[src/serial_pin_regs.svh]
// register offsets, field positions and reset values of the serial pin control block
// assumes a 32-bit apb slave with each 16-bit register in one aligned word
`ifndef SERIAL_PIN_REGS_SVH
`define SERIAL_PIN_REGS_SVH

// byte offsets
`define OFS_PIN_FUNCTION_CONTROL  8'h00
`define OFS_CHANNEL_CMD_ADDRESS   8'h04
`define OFS_STATUS_IRQ_CONTROL    8'h08
`define OFS_MISC_IRQ_STATUS       8'h0c
`define OFS_IRQ_CHAIN_CONTROL     8'h10
`define OFS_RECEIVE_MODE_REG      8'h14
`define OFS_CHANNEL_MODE_REG      8'h18

// field positions
`define SERIAL_OUT_MODE_LSB   6
`define CARRIER_MODE_LSB      12
`define ROUTING_LSB           8
`define SOFT_RESET_BIT        15
`define PENDING_BIT           1
`define RX_ENABLE_LSB         0
`define RX_PROTOCOL_LSB       0

// per pin status and arm bits: pin k latched flag / fall arm at 2k+5, data / rise arm at 2k+4
`define PIN_COUNT             6
`define LATCH_POS(k)          (2*(k)+5)
`define DATA_POS(k)           (2*(k)+4)
`define CARRIER_PIN_IDX       1

// encodings
`define RX_ENABLE_BY_CARRIER  2'h3
`define RX_PROTO_EXT_SYNC     4'h1
`define RX_PROTO_ETHERNET     4'h9

// reset values
`define RST_REG16             16'h0000

`endif

[src/serial_pin_pkg.sv]
// types of the serial pin control block
// assumes nothing beyond the register header
package serial_pin_pkg;

    typedef enum logic [1:0] {OUT_TX_DATA, OUT_FLOAT, OUT_LOW, OUT_HIGH} serial_out_pin_mode_t;
    typedef enum logic [1:0] {ROUTE_NORMAL, ROUTE_ECHO, ROUTE_PIN_LOOP, ROUTE_INT_LOOP}
        loopback_routing_t;
    typedef enum logic [1:0] {CAR_CARRIER_IN, CAR_SYNC_IN, CAR_DRIVE_LOW, CAR_DRIVE_HIGH}
        carrier_pin_mode_t;

    // control pins other than the carrier pin
    typedef struct packed {
        logic rx_clock_pin;
        logic tx_clock_pin;
        logic rx_request_pin;
        logic tx_request_pin;
        logic cts_pin;
    } ctrl_pins_t;

    // gating handed to the receiver
    typedef struct packed {
        logic assemble_enable;
        logic discard;
        logic sample_active;
    } rx_gate_t;

endpackage

[src/serial_pin_control_edge_detect.sv]
// serial pin control: output pin modes, loopback routing, control pin edge detection,
// carrier pin functions, all behind an apb slave
// assumes one 100 MHz clock; pins and receiver strobes synchronous to pclk
//
// The address map and the APB slave port were left to the implementer.
`timescale 1ns/10ps
`default_nettype none
`include "serial_pin_regs.svh"

module serial_pin_control_edge_detect (
    // apb slave
    input  wire logic                       pclk,
    input  wire logic                       presetn,
    input  wire logic                       psel,
    input  wire logic                       penable,
    input  wire logic                       pwrite,
    input  wire logic [7:0]                 paddr,
    input  wire logic [31:0]                pwdata,
    output logic      [31:0]                prdata,
    output logic                            pready,
    output logic                            pslverr,
    // serial data pins
    input  wire logic                       serial_in_pin,
    input  wire logic                       serial_out_pin_i,
    output logic                            serial_out_pin_o,
    output logic                            serial_out_pin_oe,
    // carrier detect pin
    input  wire logic                       carrier_detect_pin_i,
    output logic                            carrier_detect_pin_o,
    output logic                            carrier_detect_pin_oe,
    // other control pins
    input  wire serial_pin_pkg::ctrl_pins_t ctrl_pins_i,
    // transmitter and receiver side
    input  wire logic                       tx_data,
    input  wire logic                       receive_bit_clock_rise,
    input  wire logic                       rx_char_busy,
    output logic                            rx_data,
    output serial_pin_pkg::rx_gate_t        rx_gate,
    output logic                            pin_event_pending
);

    localparam int NP = `PIN_COUNT;

    // software registers
    logic [15:0] pin_function_control_reg;
    logic [15:0] channel_command_address_reg;
    logic [15:0] status_irq_control_reg;
    logic [15:0] receive_mode_reg;
    logic [15:0] channel_mode_reg;
    logic        pending_reg;

    // pin tracking state
    logic [NP-1:0] pin_now;
    logic [NP-1:0] sync1_reg;
    logic [NP-1:0] sync2_reg;
    logic [NP-1:0] prev_reg;
    logic [NP-1:0] edge_latch_reg;
    logic [NP-1:0] lu_reg;
    logic [NP-1:0] data_reg;
    logic [NP-1:0] armed_edge;
    logic [NP-1:0] lu_clear;
    logic [15:0]   misc_irq_status;

    // bus strobes
    logic wr_access;
    logic setup;
    logic soft_reset;

    serial_pin_pkg::serial_out_pin_mode_t out_mode;
    serial_pin_pkg::loopback_routing_t    routing;
    serial_pin_pkg::carrier_pin_mode_t    car_mode;

    // address decode, used for both read and write
    function automatic logic is_mapped(input logic [7:0] a);
        is_mapped = (a == `OFS_PIN_FUNCTION_CONTROL) || (a == `OFS_CHANNEL_CMD_ADDRESS)
                 || (a == `OFS_STATUS_IRQ_CONTROL) || (a == `OFS_MISC_IRQ_STATUS)
                 || (a == `OFS_IRQ_CHAIN_CONTROL) || (a == `OFS_RECEIVE_MODE_REG)
                 || (a == `OFS_CHANNEL_MODE_REG);
    endfunction

    // field views
    assign out_mode  = serial_pin_pkg::serial_out_pin_mode_t'(
                           pin_function_control_reg[`SERIAL_OUT_MODE_LSB +: 2]);
    assign car_mode  = serial_pin_pkg::carrier_pin_mode_t'(
                           pin_function_control_reg[`CARRIER_MODE_LSB +: 2]);
    assign routing   = serial_pin_pkg::loopback_routing_t'(
                           channel_command_address_reg[`ROUTING_LSB +: 2]);
    assign setup     = psel & ~penable;
    assign wr_access = psel & penable & pready & pwrite & is_mapped(paddr);
    assign soft_reset = wr_access && (paddr == `OFS_CHANNEL_CMD_ADDRESS)
                      && pwdata[`SOFT_RESET_BIT];
    assign pin_now   = {ctrl_pins_i.rx_clock_pin, ctrl_pins_i.tx_clock_pin,
                        ctrl_pins_i.rx_request_pin, ctrl_pins_i.tx_request_pin,
                        carrier_detect_pin_i, ctrl_pins_i.cts_pin};

    // apb answer: ready and data prepared in the setup cycle, zero wait access
    always_ff @(posedge pclk or negedge presetn) begin
        if (!presetn) begin
            pready  <= 1'b0;
            pslverr <= 1'b0;
            prdata  <= 32'h0000_0000;
        end else if (setup) begin
            pready  <= 1'b1;
            pslverr <= ~is_mapped(paddr);
            prdata  <= 32'h0000_0000;
            if (!pwrite) begin
                unique case (paddr)
                    `OFS_PIN_FUNCTION_CONTROL: prdata <= {16'h0000, pin_function_control_reg};
                    `OFS_CHANNEL_CMD_ADDRESS:  prdata <= {16'h0000, channel_command_address_reg};
                    `OFS_STATUS_IRQ_CONTROL:   prdata <= {16'h0000, status_irq_control_reg};
                    `OFS_MISC_IRQ_STATUS:      prdata <= {16'h0000, misc_irq_status};
                    `OFS_IRQ_CHAIN_CONTROL:    prdata <= {30'h0, pending_reg, 1'b0};
                    `OFS_RECEIVE_MODE_REG:     prdata <= {16'h0000, receive_mode_reg};
                    `OFS_CHANNEL_MODE_REG:     prdata <= {16'h0000, channel_mode_reg};
                    default:                   prdata <= 32'h0000_0000;
                endcase
            end
        end else begin
            pready  <= 1'b0;
            pslverr <= 1'b0;
        end
    end

    // configuration registers; mode fields reset to 00 so the serial output is driven
    always_ff @(posedge pclk or negedge presetn) begin
        if (!presetn) begin
            pin_function_control_reg    <= `RST_REG16;
            channel_command_address_reg <= `RST_REG16;
            status_irq_control_reg      <= `RST_REG16;
            receive_mode_reg            <= `RST_REG16;
            channel_mode_reg            <= `RST_REG16;
        end else if (wr_access) begin
            unique case (paddr)
                `OFS_PIN_FUNCTION_CONTROL: pin_function_control_reg <= pwdata[15:0];
                `OFS_CHANNEL_CMD_ADDRESS:
                    channel_command_address_reg <= {1'b0, pwdata[14:0]};
                `OFS_STATUS_IRQ_CONTROL:   status_irq_control_reg <= pwdata[15:0];
                `OFS_RECEIVE_MODE_REG:     receive_mode_reg <= pwdata[15:0];
                `OFS_CHANNEL_MODE_REG:     channel_mode_reg <= pwdata[15:0];
                default: ;
            endcase
        end
    end

    // two-stage synchroniser, then a third stage for edge comparison
    always_ff @(posedge pclk or negedge presetn) begin
        if (!presetn) begin
            sync1_reg <= '1;
            sync2_reg <= '1;
            prev_reg  <= '1;
        end else begin
            sync1_reg <= pin_now;
            sync2_reg <= sync1_reg;
            prev_reg  <= sync2_reg;
        end
    end

    // per-pin edge latch, latched flag and data bit
    genvar k;
    generate
        for (k = 0; k < NP; k++) begin : g_pin
            assign armed_edge[k] =
                (status_irq_control_reg[`DATA_POS(k)] & sync2_reg[k] & ~prev_reg[k])
              | (status_irq_control_reg[`LATCH_POS(k)] & ~sync2_reg[k] & prev_reg[k]);
            assign lu_clear[k] = wr_access && (paddr == `OFS_MISC_IRQ_STATUS)
                                 && pwdata[`LATCH_POS(k)];
            assign misc_irq_status[`LATCH_POS(k)] = lu_reg[k];
            assign misc_irq_status[`DATA_POS(k)]  = data_reg[k];

            // hidden latch: a new edge wins over the transfer into the flag
            always_ff @(posedge pclk or negedge presetn) begin
                if (!presetn) begin
                    edge_latch_reg[k] <= 1'b0;
                end else if (soft_reset) begin
                    edge_latch_reg[k] <= 1'b0;
                end else if (armed_edge[k]) begin
                    edge_latch_reg[k] <= 1'b1;
                end else if (!lu_reg[k] && edge_latch_reg[k]) begin
                    edge_latch_reg[k] <= 1'b0;
                end
            end

            // latched flag: cleared by writing 1 or by soft reset, relatched next cycle if latch waits
            always_ff @(posedge pclk or negedge presetn) begin
                if (!presetn) begin
                    lu_reg[k] <= 1'b0;
                end else if (soft_reset) begin
                    lu_reg[k] <= 1'b0;
                end else if (!lu_reg[k] && edge_latch_reg[k]) begin
                    lu_reg[k] <= 1'b1;
                end else if (lu_clear[k]) begin
                    lu_reg[k] <= 1'b0;
                end
            end

            // data bit tracks the inverted pin while open, frozen while latched
            always_ff @(posedge pclk or negedge presetn) begin
                if (!presetn) begin
                    data_reg[k] <= 1'b0;
                end else if (!lu_reg[k]) begin
                    data_reg[k] <= ~sync2_reg[k];
                end
            end
        end
    endgenerate
    assign misc_irq_status[3:0] = 4'h0;

    // pin event pending: hardware set wins over a software clear
    always_ff @(posedge pclk or negedge presetn) begin
        if (!presetn) begin
            pending_reg <= 1'b0;
        end else if (|(~lu_reg & edge_latch_reg)) begin
            pending_reg <= 1'b1;
        end else if (wr_access && (paddr == `OFS_IRQ_CHAIN_CONTROL)) begin
            pending_reg <= pwdata[`PENDING_BIT];
        end
    end

    always_ff @(posedge pclk or negedge presetn) begin
        if (!presetn) begin
            pin_event_pending <= 1'b0;
        end else begin
            pin_event_pending <= pending_reg;
        end
    end

    // serial output pin drive and receiver data source
    always_ff @(posedge pclk or negedge presetn) begin
        if (!presetn) begin
            serial_out_pin_o  <= 1'b1;
            serial_out_pin_oe <= 1'b1;
            rx_data           <= 1'b1;
        end else begin
            if (routing == serial_pin_pkg::ROUTE_ECHO) begin
                serial_out_pin_o  <= serial_in_pin;
                serial_out_pin_oe <= 1'b1;
            end else begin
                unique case (out_mode)
                    serial_pin_pkg::OUT_TX_DATA: serial_out_pin_o <= tx_data;
                    serial_pin_pkg::OUT_FLOAT:   serial_out_pin_o <= 1'b1;
                    serial_pin_pkg::OUT_LOW:     serial_out_pin_o <= 1'b0;
                    serial_pin_pkg::OUT_HIGH:    serial_out_pin_o <= 1'b1;
                endcase
                serial_out_pin_oe <= (out_mode != serial_pin_pkg::OUT_FLOAT);
            end
            unique case (routing)
                serial_pin_pkg::ROUTE_NORMAL:   rx_data <= serial_in_pin;
                serial_pin_pkg::ROUTE_ECHO:     rx_data <= serial_in_pin;
                serial_pin_pkg::ROUTE_PIN_LOOP: rx_data <= serial_out_pin_i;
                serial_pin_pkg::ROUTE_INT_LOOP: rx_data <= tx_data;
            endcase
        end
    end

    // carrier pin drive: undriven except in the two drive modes
    always_ff @(posedge pclk or negedge presetn) begin
        if (!presetn) begin
            carrier_detect_pin_o  <= 1'b0;
            carrier_detect_pin_oe <= 1'b0;
        end else begin
            carrier_detect_pin_o  <= (car_mode == serial_pin_pkg::CAR_DRIVE_HIGH);
            carrier_detect_pin_oe <= (car_mode == serial_pin_pkg::CAR_DRIVE_LOW)
                                   || (car_mode == serial_pin_pkg::CAR_DRIVE_HIGH);
        end
    end

    // receiver gating from the carrier pin
    logic carrier_low;
    logic carrier_gated;
    logic sync_gated;
    assign carrier_low   = ~sync2_reg[`CARRIER_PIN_IDX];
    assign carrier_gated = (car_mode == serial_pin_pkg::CAR_CARRIER_IN)
                         && (receive_mode_reg[`RX_ENABLE_LSB +: 2] == `RX_ENABLE_BY_CARRIER);
    assign sync_gated    = (car_mode == serial_pin_pkg::CAR_SYNC_IN)
                         && ((channel_mode_reg[`RX_PROTOCOL_LSB +: 4] == `RX_PROTO_EXT_SYNC)
                          || (channel_mode_reg[`RX_PROTOCOL_LSB +: 4] == `RX_PROTO_ETHERNET));

    always_ff @(posedge pclk or negedge presetn) begin
        if (!presetn) begin
            rx_gate.assemble_enable <= 1'b0;
            rx_gate.discard         <= 1'b0;
        end else if (carrier_gated) begin
            rx_gate.assemble_enable <= carrier_low;
            rx_gate.discard         <= rx_char_busy & ~carrier_low;
        end else begin
            rx_gate.assemble_enable <= 1'b1;
            rx_gate.discard         <= 1'b0;
        end
    end

    // sync input: start on the receive clock edge seeing low, stop only between characters
    always_ff @(posedge pclk or negedge presetn) begin
        if (!presetn) begin
            rx_gate.sample_active <= 1'b0;
        end else if (!sync_gated) begin
            rx_gate.sample_active <= 1'b1;
        end else if (receive_bit_clock_rise) begin
            if (carrier_low) begin
                rx_gate.sample_active <= 1'b1;
            end else if (!rx_char_busy) begin
                rx_gate.sample_active <= 1'b0;
            end
        end
    end

    // checks
    property p_out_low;
        @(posedge pclk) disable iff (!presetn)
        (out_mode == serial_pin_pkg::OUT_LOW && routing != serial_pin_pkg::ROUTE_ECHO)
            |=> (serial_out_pin_oe && !serial_out_pin_o);
    endproperty
    a_out_low: assert property (p_out_low) else $error("serial out not driven low");

    property p_echo;
        @(posedge pclk) disable iff (!presetn)
        (routing == serial_pin_pkg::ROUTE_ECHO) |=> (serial_out_pin_o == $past(serial_in_pin));
    endproperty
    a_echo: assert property (p_echo) else $error("echo does not copy input");

    property p_int_loop;
        @(posedge pclk) disable iff (!presetn)
        (routing == serial_pin_pkg::ROUTE_INT_LOOP) |=> (rx_data == $past(tx_data));
    endproperty
    a_int_loop: assert property (p_int_loop) else $error("internal loop data wrong");

    property p_transfer;
        @(posedge pclk) disable iff (!presetn)
        (!lu_reg[`CARRIER_PIN_IDX] && edge_latch_reg[`CARRIER_PIN_IDX] && !soft_reset)
            |=> (lu_reg[`CARRIER_PIN_IDX] && pending_reg);
    endproperty
    a_transfer: assert property (p_transfer) else $error("latch not transferred");

    property p_frozen;
        @(posedge pclk) disable iff (!presetn)
        lu_reg[0] ##1 lu_reg[0] |-> $stable(data_reg[0]);
    endproperty
    a_frozen: assert property (p_frozen) else $error("latched data bit moved");

    property p_zero_write;
        @(posedge pclk) disable iff (!presetn)
        (lu_reg[0] && !lu_clear[0] && !soft_reset) |=> lu_reg[0];
    endproperty
    a_zero_write: assert property (p_zero_write) else $error("flag cleared without 1");

    property p_carrier_undriven;
        @(posedge pclk) disable iff (!presetn)
        (car_mode == serial_pin_pkg::CAR_CARRIER_IN || car_mode == serial_pin_pkg::CAR_SYNC_IN)
            |=> !carrier_detect_pin_oe;
    endproperty
    a_carrier_undriven: assert property (p_carrier_undriven)
        else $error("carrier pin driven in input mode");

    property p_sync_start;
        @(posedge pclk) disable iff (!presetn)
        (sync_gated && receive_bit_clock_rise && carrier_low) |=> rx_gate.sample_active;
    endproperty
    a_sync_start: assert property (p_sync_start) else $error("sync start missed");

    property p_carrier_gate;
        @(posedge pclk) disable iff (!presetn)
        (carrier_gated && !carrier_low) |=> !rx_gate.assemble_enable;
    endproperty
    a_carrier_gate: assert property (p_carrier_gate) else $error("assembly with carrier high");

    c_relatch: cover property (@(posedge pclk) disable iff (!presetn)
        lu_reg[0] ##1 !lu_reg[0] ##1 lu_reg[0]);
    c_pending: cover property (@(posedge pclk) disable iff (!presetn) $rose(pending_reg));
    c_pin_loop: cover property (@(posedge pclk) disable iff (!presetn)
        routing == serial_pin_pkg::ROUTE_PIN_LOOP && !serial_out_pin_oe);

endmodule
`default_nettype wire

[config.mk]
export PLATFORM = sky130hd
export DESIGN_NAME = serial_pin_control_edge_detect
export DESIGN_NICKNAME = d
export VERILOG_FILES = /design/src/serial_pin_pkg.sv /design/src/serial_pin_control_edge_detect.sv
export VERILOG_INCLUDE_DIRS = /design/src
export SDC_FILE = /design/constraint.sdc
export NUM_CORES = 1
export LEC_CHECK = 0
export ABC_AREA = 0
export BUFFER_PORTS_ARGS = -buffer_cell sky130_fd_sc_hd__clkbuf_2
export CORE_MARGIN = 2
export CORE_UTILIZATION = 57
export DETAILED_ROUTE_END_ITERATION = 10
export PLACE_DENSITY = 0.8
export RECOVER_POWER = 50
export SLEW_MARGIN = 20
export SYNTH_ARGS = -nofsm -noshare
export SYNTH_HDL_FRONTEND = slang
export SYNTH_SLANG_ARGS = --single-unit
export TNS_END_PERCENT = 30
[constraint.sdc]
create_clock -name pclk -period 2 [get_ports pclk]
set_input_delay 0.2 -clock pclk [delete_from_list [all_inputs] [get_ports pclk]]
set_output_delay 0.2 -clock pclk [all_outputs]
set_load 0.1 [all_outputs]
* After elaboration in Yosys (flattened, before gate mapping)
Index checks and enable logic that the tools add are counted.
** Cells by class
- Eq/ne operators :: 21
- Muxes and demuxes :: 51
- Bitwise logic cells :: 52
- Reductions and logical operators :: 58
** Operators by type and width (count)
- 16-bit case mux with 7 select lines :: 1
- 1-bit two-way mux :: 46
- 3-bit nonzero test :: 12
- 32-bit two-way mux :: 1
- 1-bit AND :: 30
- 8-bit by 5-bit == test with 1-bit output, second input constant :: 3
- 1-bit logical AND :: 18
- 8-bit by 4-bit == test with 1-bit output, second input constant :: 2
- 2-bit == test, second input constant :: 7
- 1-bit NOT :: 14
- 2-bit AND reduction :: 6
- 8-bit by 3-bit == test with 1-bit output, second input constant :: 1
- 8-bit logical NOT :: 1
- 1-bit logical OR :: 8
- 6-bit AND :: 1
- 2-bit by 1-bit == test with 1-bit output, second input constant :: 3
- 1-bit logical NOT :: 6
- 2-bit logical NOT :: 3
- 6-bit NOT :: 1
- 1-bit OR :: 6
- 1-bit case mux with 3 select lines :: 2
- 6-bit OR reduction :: 1
- 4-bit by 1-bit == test with 1-bit output, second input constant :: 1
- 4-bit == test, second input constant :: 1
- other kinds (6) :: 7
** Word-level totals
- Bits in registers :: 159
- Output and inout port bits :: 43

* Longest topological paths before layout
- Word-level depth :: 13
- Gate-level depth with buffers :: 7
- Gate-level depth less buffers :: 4

* Least setup slack after synthesis
OpenSTA, ideal clock, no wires.
- Path type :: reg-to-reg
- From :: register pready
- To :: register pin_function_control_reg[10]
- Arrival :: 2.376 ns
- Required time :: 1.875 ns
- Setup slack :: -0.501 ns
- Stages on the path, launching flop included :: 7
- Clock period less this slack :: 2.501 ns
- Path through :: dfrtp_1 -> and4_1 -> buf_2 -> nand3_2 -> nor3_4 -> buf_4 -> mux2_2
** Between the ends
- Word-level cells in the longest chain between the ends :: 4
** Ends and longest elaborated chain
- from (decl) :: line serial_pin_control_edge_detect.sv:20 : output logic pready,
- from (signal assigned) :: line serial_pin_control_edge_detect.sv:99 : pready <= 1'b0;
- from (signal assigned) :: line serial_pin_control_edge_detect.sv:103 : pready <= 1'b1;
- from (signal assigned) :: line serial_pin_control_edge_detect.sv:119 : pready <= 1'b0;
- 1-bit AND (3 in series) :: line serial_pin_control_edge_detect.sv:89 : assign wr_access = psel & penable & pready & pwrite & is_mapped(paddr);
- 2-bit AND reduction (no source line)
- to (signal assigned) :: line serial_pin_control_edge_detect.sv:127 : pin_function_control_reg <= `RST_REG16;
- to (signal assigned) :: line serial_pin_control_edge_detect.sv:134 : `OFS_PIN_FUNCTION_CONTROL: pin_function_control_reg <= pwdata[15:0];
- to (decl) :: line serial_pin_control_edge_detect.sv:45 : logic [15:0] pin_function_control_reg;
No other way between the ends.
A chain may end at the register's enable or synchronous reset.

* Worst setup path in the final report
- From :: register pready
- To :: register receive_mode_reg[5]
** Between the ends
- Word-level cells in the longest chain between the ends :: 4
** Ends and longest elaborated chain
- 1-bit AND (3 in series) :: line serial_pin_control_edge_detect.sv:89
- 2-bit AND reduction (no source line)
- to (signal assigned) :: line serial_pin_control_edge_detect.sv:130 : receive_mode_reg <= `RST_REG16;
- to (signal assigned) :: line serial_pin_control_edge_detect.sv:138 : `OFS_RECEIVE_MODE_REG: receive_mode_reg <= pwdata[15:0];
- to (decl) :: line serial_pin_control_edge_detect.sv:48 : logic [15:0] receive_mode_reg;
No other way between the ends.

==> impl_results.md <==
* Status: completed
* Overflow after GRT at 0
* Initial Utilization at 58.5%
* Ys async rst share at 100%
* DPL Wire Length at 10300 um
* Comb power frac at 8.3%
* Finished Core Util at 71.8%
* Core Area at 0.0109 mm2
* Final-layout fill cell count at 715
* DRT antenna net count at 0
* Min-delay worst type: in -> reg
* Relative max-transition margin at 8.48%
* Pre-antenna DRT Iters at 5
* Number of synthesized flops with an enable pin at 0
* Register area share after synthesis at 56.6%
* Clock tree buffer depth at 2
* Ant diodes at 0
* CTS buffer count at 17
* DP Cell Count at 690
* Peak VDD IR at 0.000502 V
* Cell-internal power at 4.87 mW
* Final Hold Viols at 0
* IO buf count at 66
* MaxCap Viol Count at 0
* F_max at 0.535 GHz
* Yosys top cell area share at 47.9%
* GP Congestion at 0.900
* Most frequent cells in the layout: dfrtp_1, mux2_2, clkbuf_2
* Clock Pin Slew Worst Setup and Hold Paths at 0.06 ns
* Final Skew at 0.00575 ns
* Die Y at 110 um
* Most used DFF post-synth: dfrtp_1
* Critical-path top delay cell: mux2_2
* Die Wd at 110 um
* Yosys cell types at 49
* Worst setup SP type: flip-flop
* Endpoints failing setup at 0
* WS Path Type: reg -> reg
* Req. time, crit path at 2.41 ns
* Sw power at 1.63 mW
* Worst-Margin Slew at 1.37 ns
* Final non-filler cell area at 0.00781 mm2
* Finished Layout Cells at 750
* Net Sw Frac at 25.1%
* Worst skew pair latency at 0.53 ns
* Worst path cell trace: and4_1, buf_4, nand4_4, mux2_2
* Hold Path Origin: pwdata[1]
* Critical-path maximum fanout at 16
* Vias in the first global route at 4552
* GR Util All Layers at 27.7%
* Avg Synthesized Cell Area at 13.2 um2
* Clk network pwr share at 45.9%
* TritonCTS clock tree: built
* # DRC at 0
* Worst Setup End Kind: flip-flop
* Share of cells above drive strength 1 at 40.0%
* PwrDens at 832 mW/mm2
* Placed inst area at 0.00698 mm2
* 1st-iter DRT viols at 255
* Routed WL at 15300 um
* Cell area after synthesis at 0.00637 mm2
* Seq cells post-synth at 143
* Slew Limit Fails at 0
* Top Ports at 99
* Most common cell after layout, fill and taps aside: dfrtp_1
* Post CTS Setup Buffer Count at 0
* Critical Path Source: pready$_DFF_PN0_
* FP Rows at 38
* First-pass GRT wire length at 24400 um
* # clock sinks at 143
* Synthesis-to-layout area growth at 22.6%
* Die Area at 0.0120 mm2
* Reg power frac at 45.8%
* Min Clock Period, post-route at 1.87 ns
* Lkg Pwr at 3.80 nW
* Final net count at 653
* Post-DR wirelength/cell at 20.5 um
* Pin count of the biggest net entering global routing at 55
* YS warnings at 0
* Arr. time, crit path at 2.28 ns
* Post-Synthesis Cells at 481
* Root Buffer: clkbuf_8
* Worst R2R Start: pready$_DFF_PN0_
* CTS H-tree lvls at 4
* Initial antenna violation count at 0
* Ranking of synthesized cells by area: dfrtp_1, mux2_2, dfstp_2
* RSZ-0062 raised after global routing: false
* Leading area contributor after synthesis: dfrtp_1
* Final Cycle Share at 93.4%
* Max incr delay on CP at 0.41 ns
* Via density at 6.04
* Vias after detailed routing at 4533
-- final cells by class --
| cell class | count | area, um2 | area share [%] |
|---|---|---|---|
| sequential | 143 | 3610 | 46.2 |
| multi-input combinational | 299 | 2530 | 32.4 |
| timing repair buffer | 124 | 893 | 11.4 |
| clock buffer | 18 | 418 | 5.35 |
| tap | 140 | 175 | 2.24 |
| clock inverter | 14 | 145 | 1.86 |
| inverter | 12 | 45.0 | 0.577 |
-- critical path: cells and delay by family, from the launching register on --
family                 cells  cell delay [ns]
DFF                        1             0.40
muxes                      1             0.41
buffers and inverters      1             0.23
and+or+nand+nor            2             0.70
-- final timing paths --
kind                                                         endpoint  slack (ns)  cells past startpoint
setup / recovery                      receive_mode_reg[5]$_DFFE_PN0P_        0.13                      4
hold / removal                        channel_mode_reg[1]$_DFFE_PN0P_        0.03                      2
setup reg to reg                      receive_mode_reg[5]$_DFFE_PN0P_        0.13                      4
hold reg to reg                                sync2_reg[1]$_DFF_PN1_        0.36                      0
max in group asynchronous                       prev_reg[1]$_DFF_PN1_        0.53                      3
min in group asynchronous  channel_command_address_reg[8]$_DFFE_PN0P_        0.53                      2
-- per-layer routing --
metal	vias up	global-route usage [%]	share of wire (%)
li1	1974	-	-
met4	0	9.95	1.6
met2	192	44.7	50
met5	-	0	0
met3	22	6.16	6.2
met1	2345	37.1	42
-- cells by family (layout without fill, tap and decap cells) --
logic type | count (synthesis) | count (layout) | share of synthesized area (%)
DFF | 143 | 143 | 56.6
muxes | 103 | 103 | 19.9
AOI/OAI and AO/OA | 90 | 90 | 9.76
and+or+nand+nor | 90 | 90 | 8.78
buffers and inverters | 54 | 168 | 4.93
other | 1 | 16 | 0.0589
-- power groups by stage --
stage,logic [mW],clock network [mW],registers [mW]
2_1_floorplan,0.289,0,3.06
3_3_place_gp,0.484,0,3.03
3_5_place_dp,0.496,0,3.03
4_1_cts,0.540,3.03,2.98
5_1_grt,0.579,3.16,2.98
6_report,0.539,2.98,2.98
-- metrics by stage --
step	hold slack (ns)	total power, mW	setup WS (ns)	setup TNS (ns)
floorplan	-0.0956	3.35	-0.0683	-0.683
global placement	0.183	3.51	0.0586	0
detailed placement	0.196	3.53	0.0225	0
CTS	0.00691	6.55	0.151	0
global route	0.0138	6.71	0.0839	0
finish	0.0309	6.50	0.132	0
-- cell usage after synthesis (4+ instances only) --
cell type and n:
a21oi_1 15, clkbuf_1 6, a22o_1 8, nand3b_1 4, a31oi_1 7, nor2b_1 5, a221oi_1 6, nand2_1 20
dfstp_2 21, buf_2 11, nand3_1 8, mux2_2 69, o31ai_1 5, mux4_2 4, o22ai_1 8, and3_1 4
buf_6 4, mux2_4 20, buf_4 18, nor2_1 20, dfrtp_1 122, nand4_1 4, o21ai_0 14, mux2i_1 10
inv_1 11, a22oi_1 12
-- repair_timing --
action                                 4_1_cts  5_1_grt
resized for setup                            0        0
endpoints found under the hold margin      117        0
hold buffers                                28        0
Note: power is estimated with default switching activity, not from simulation.
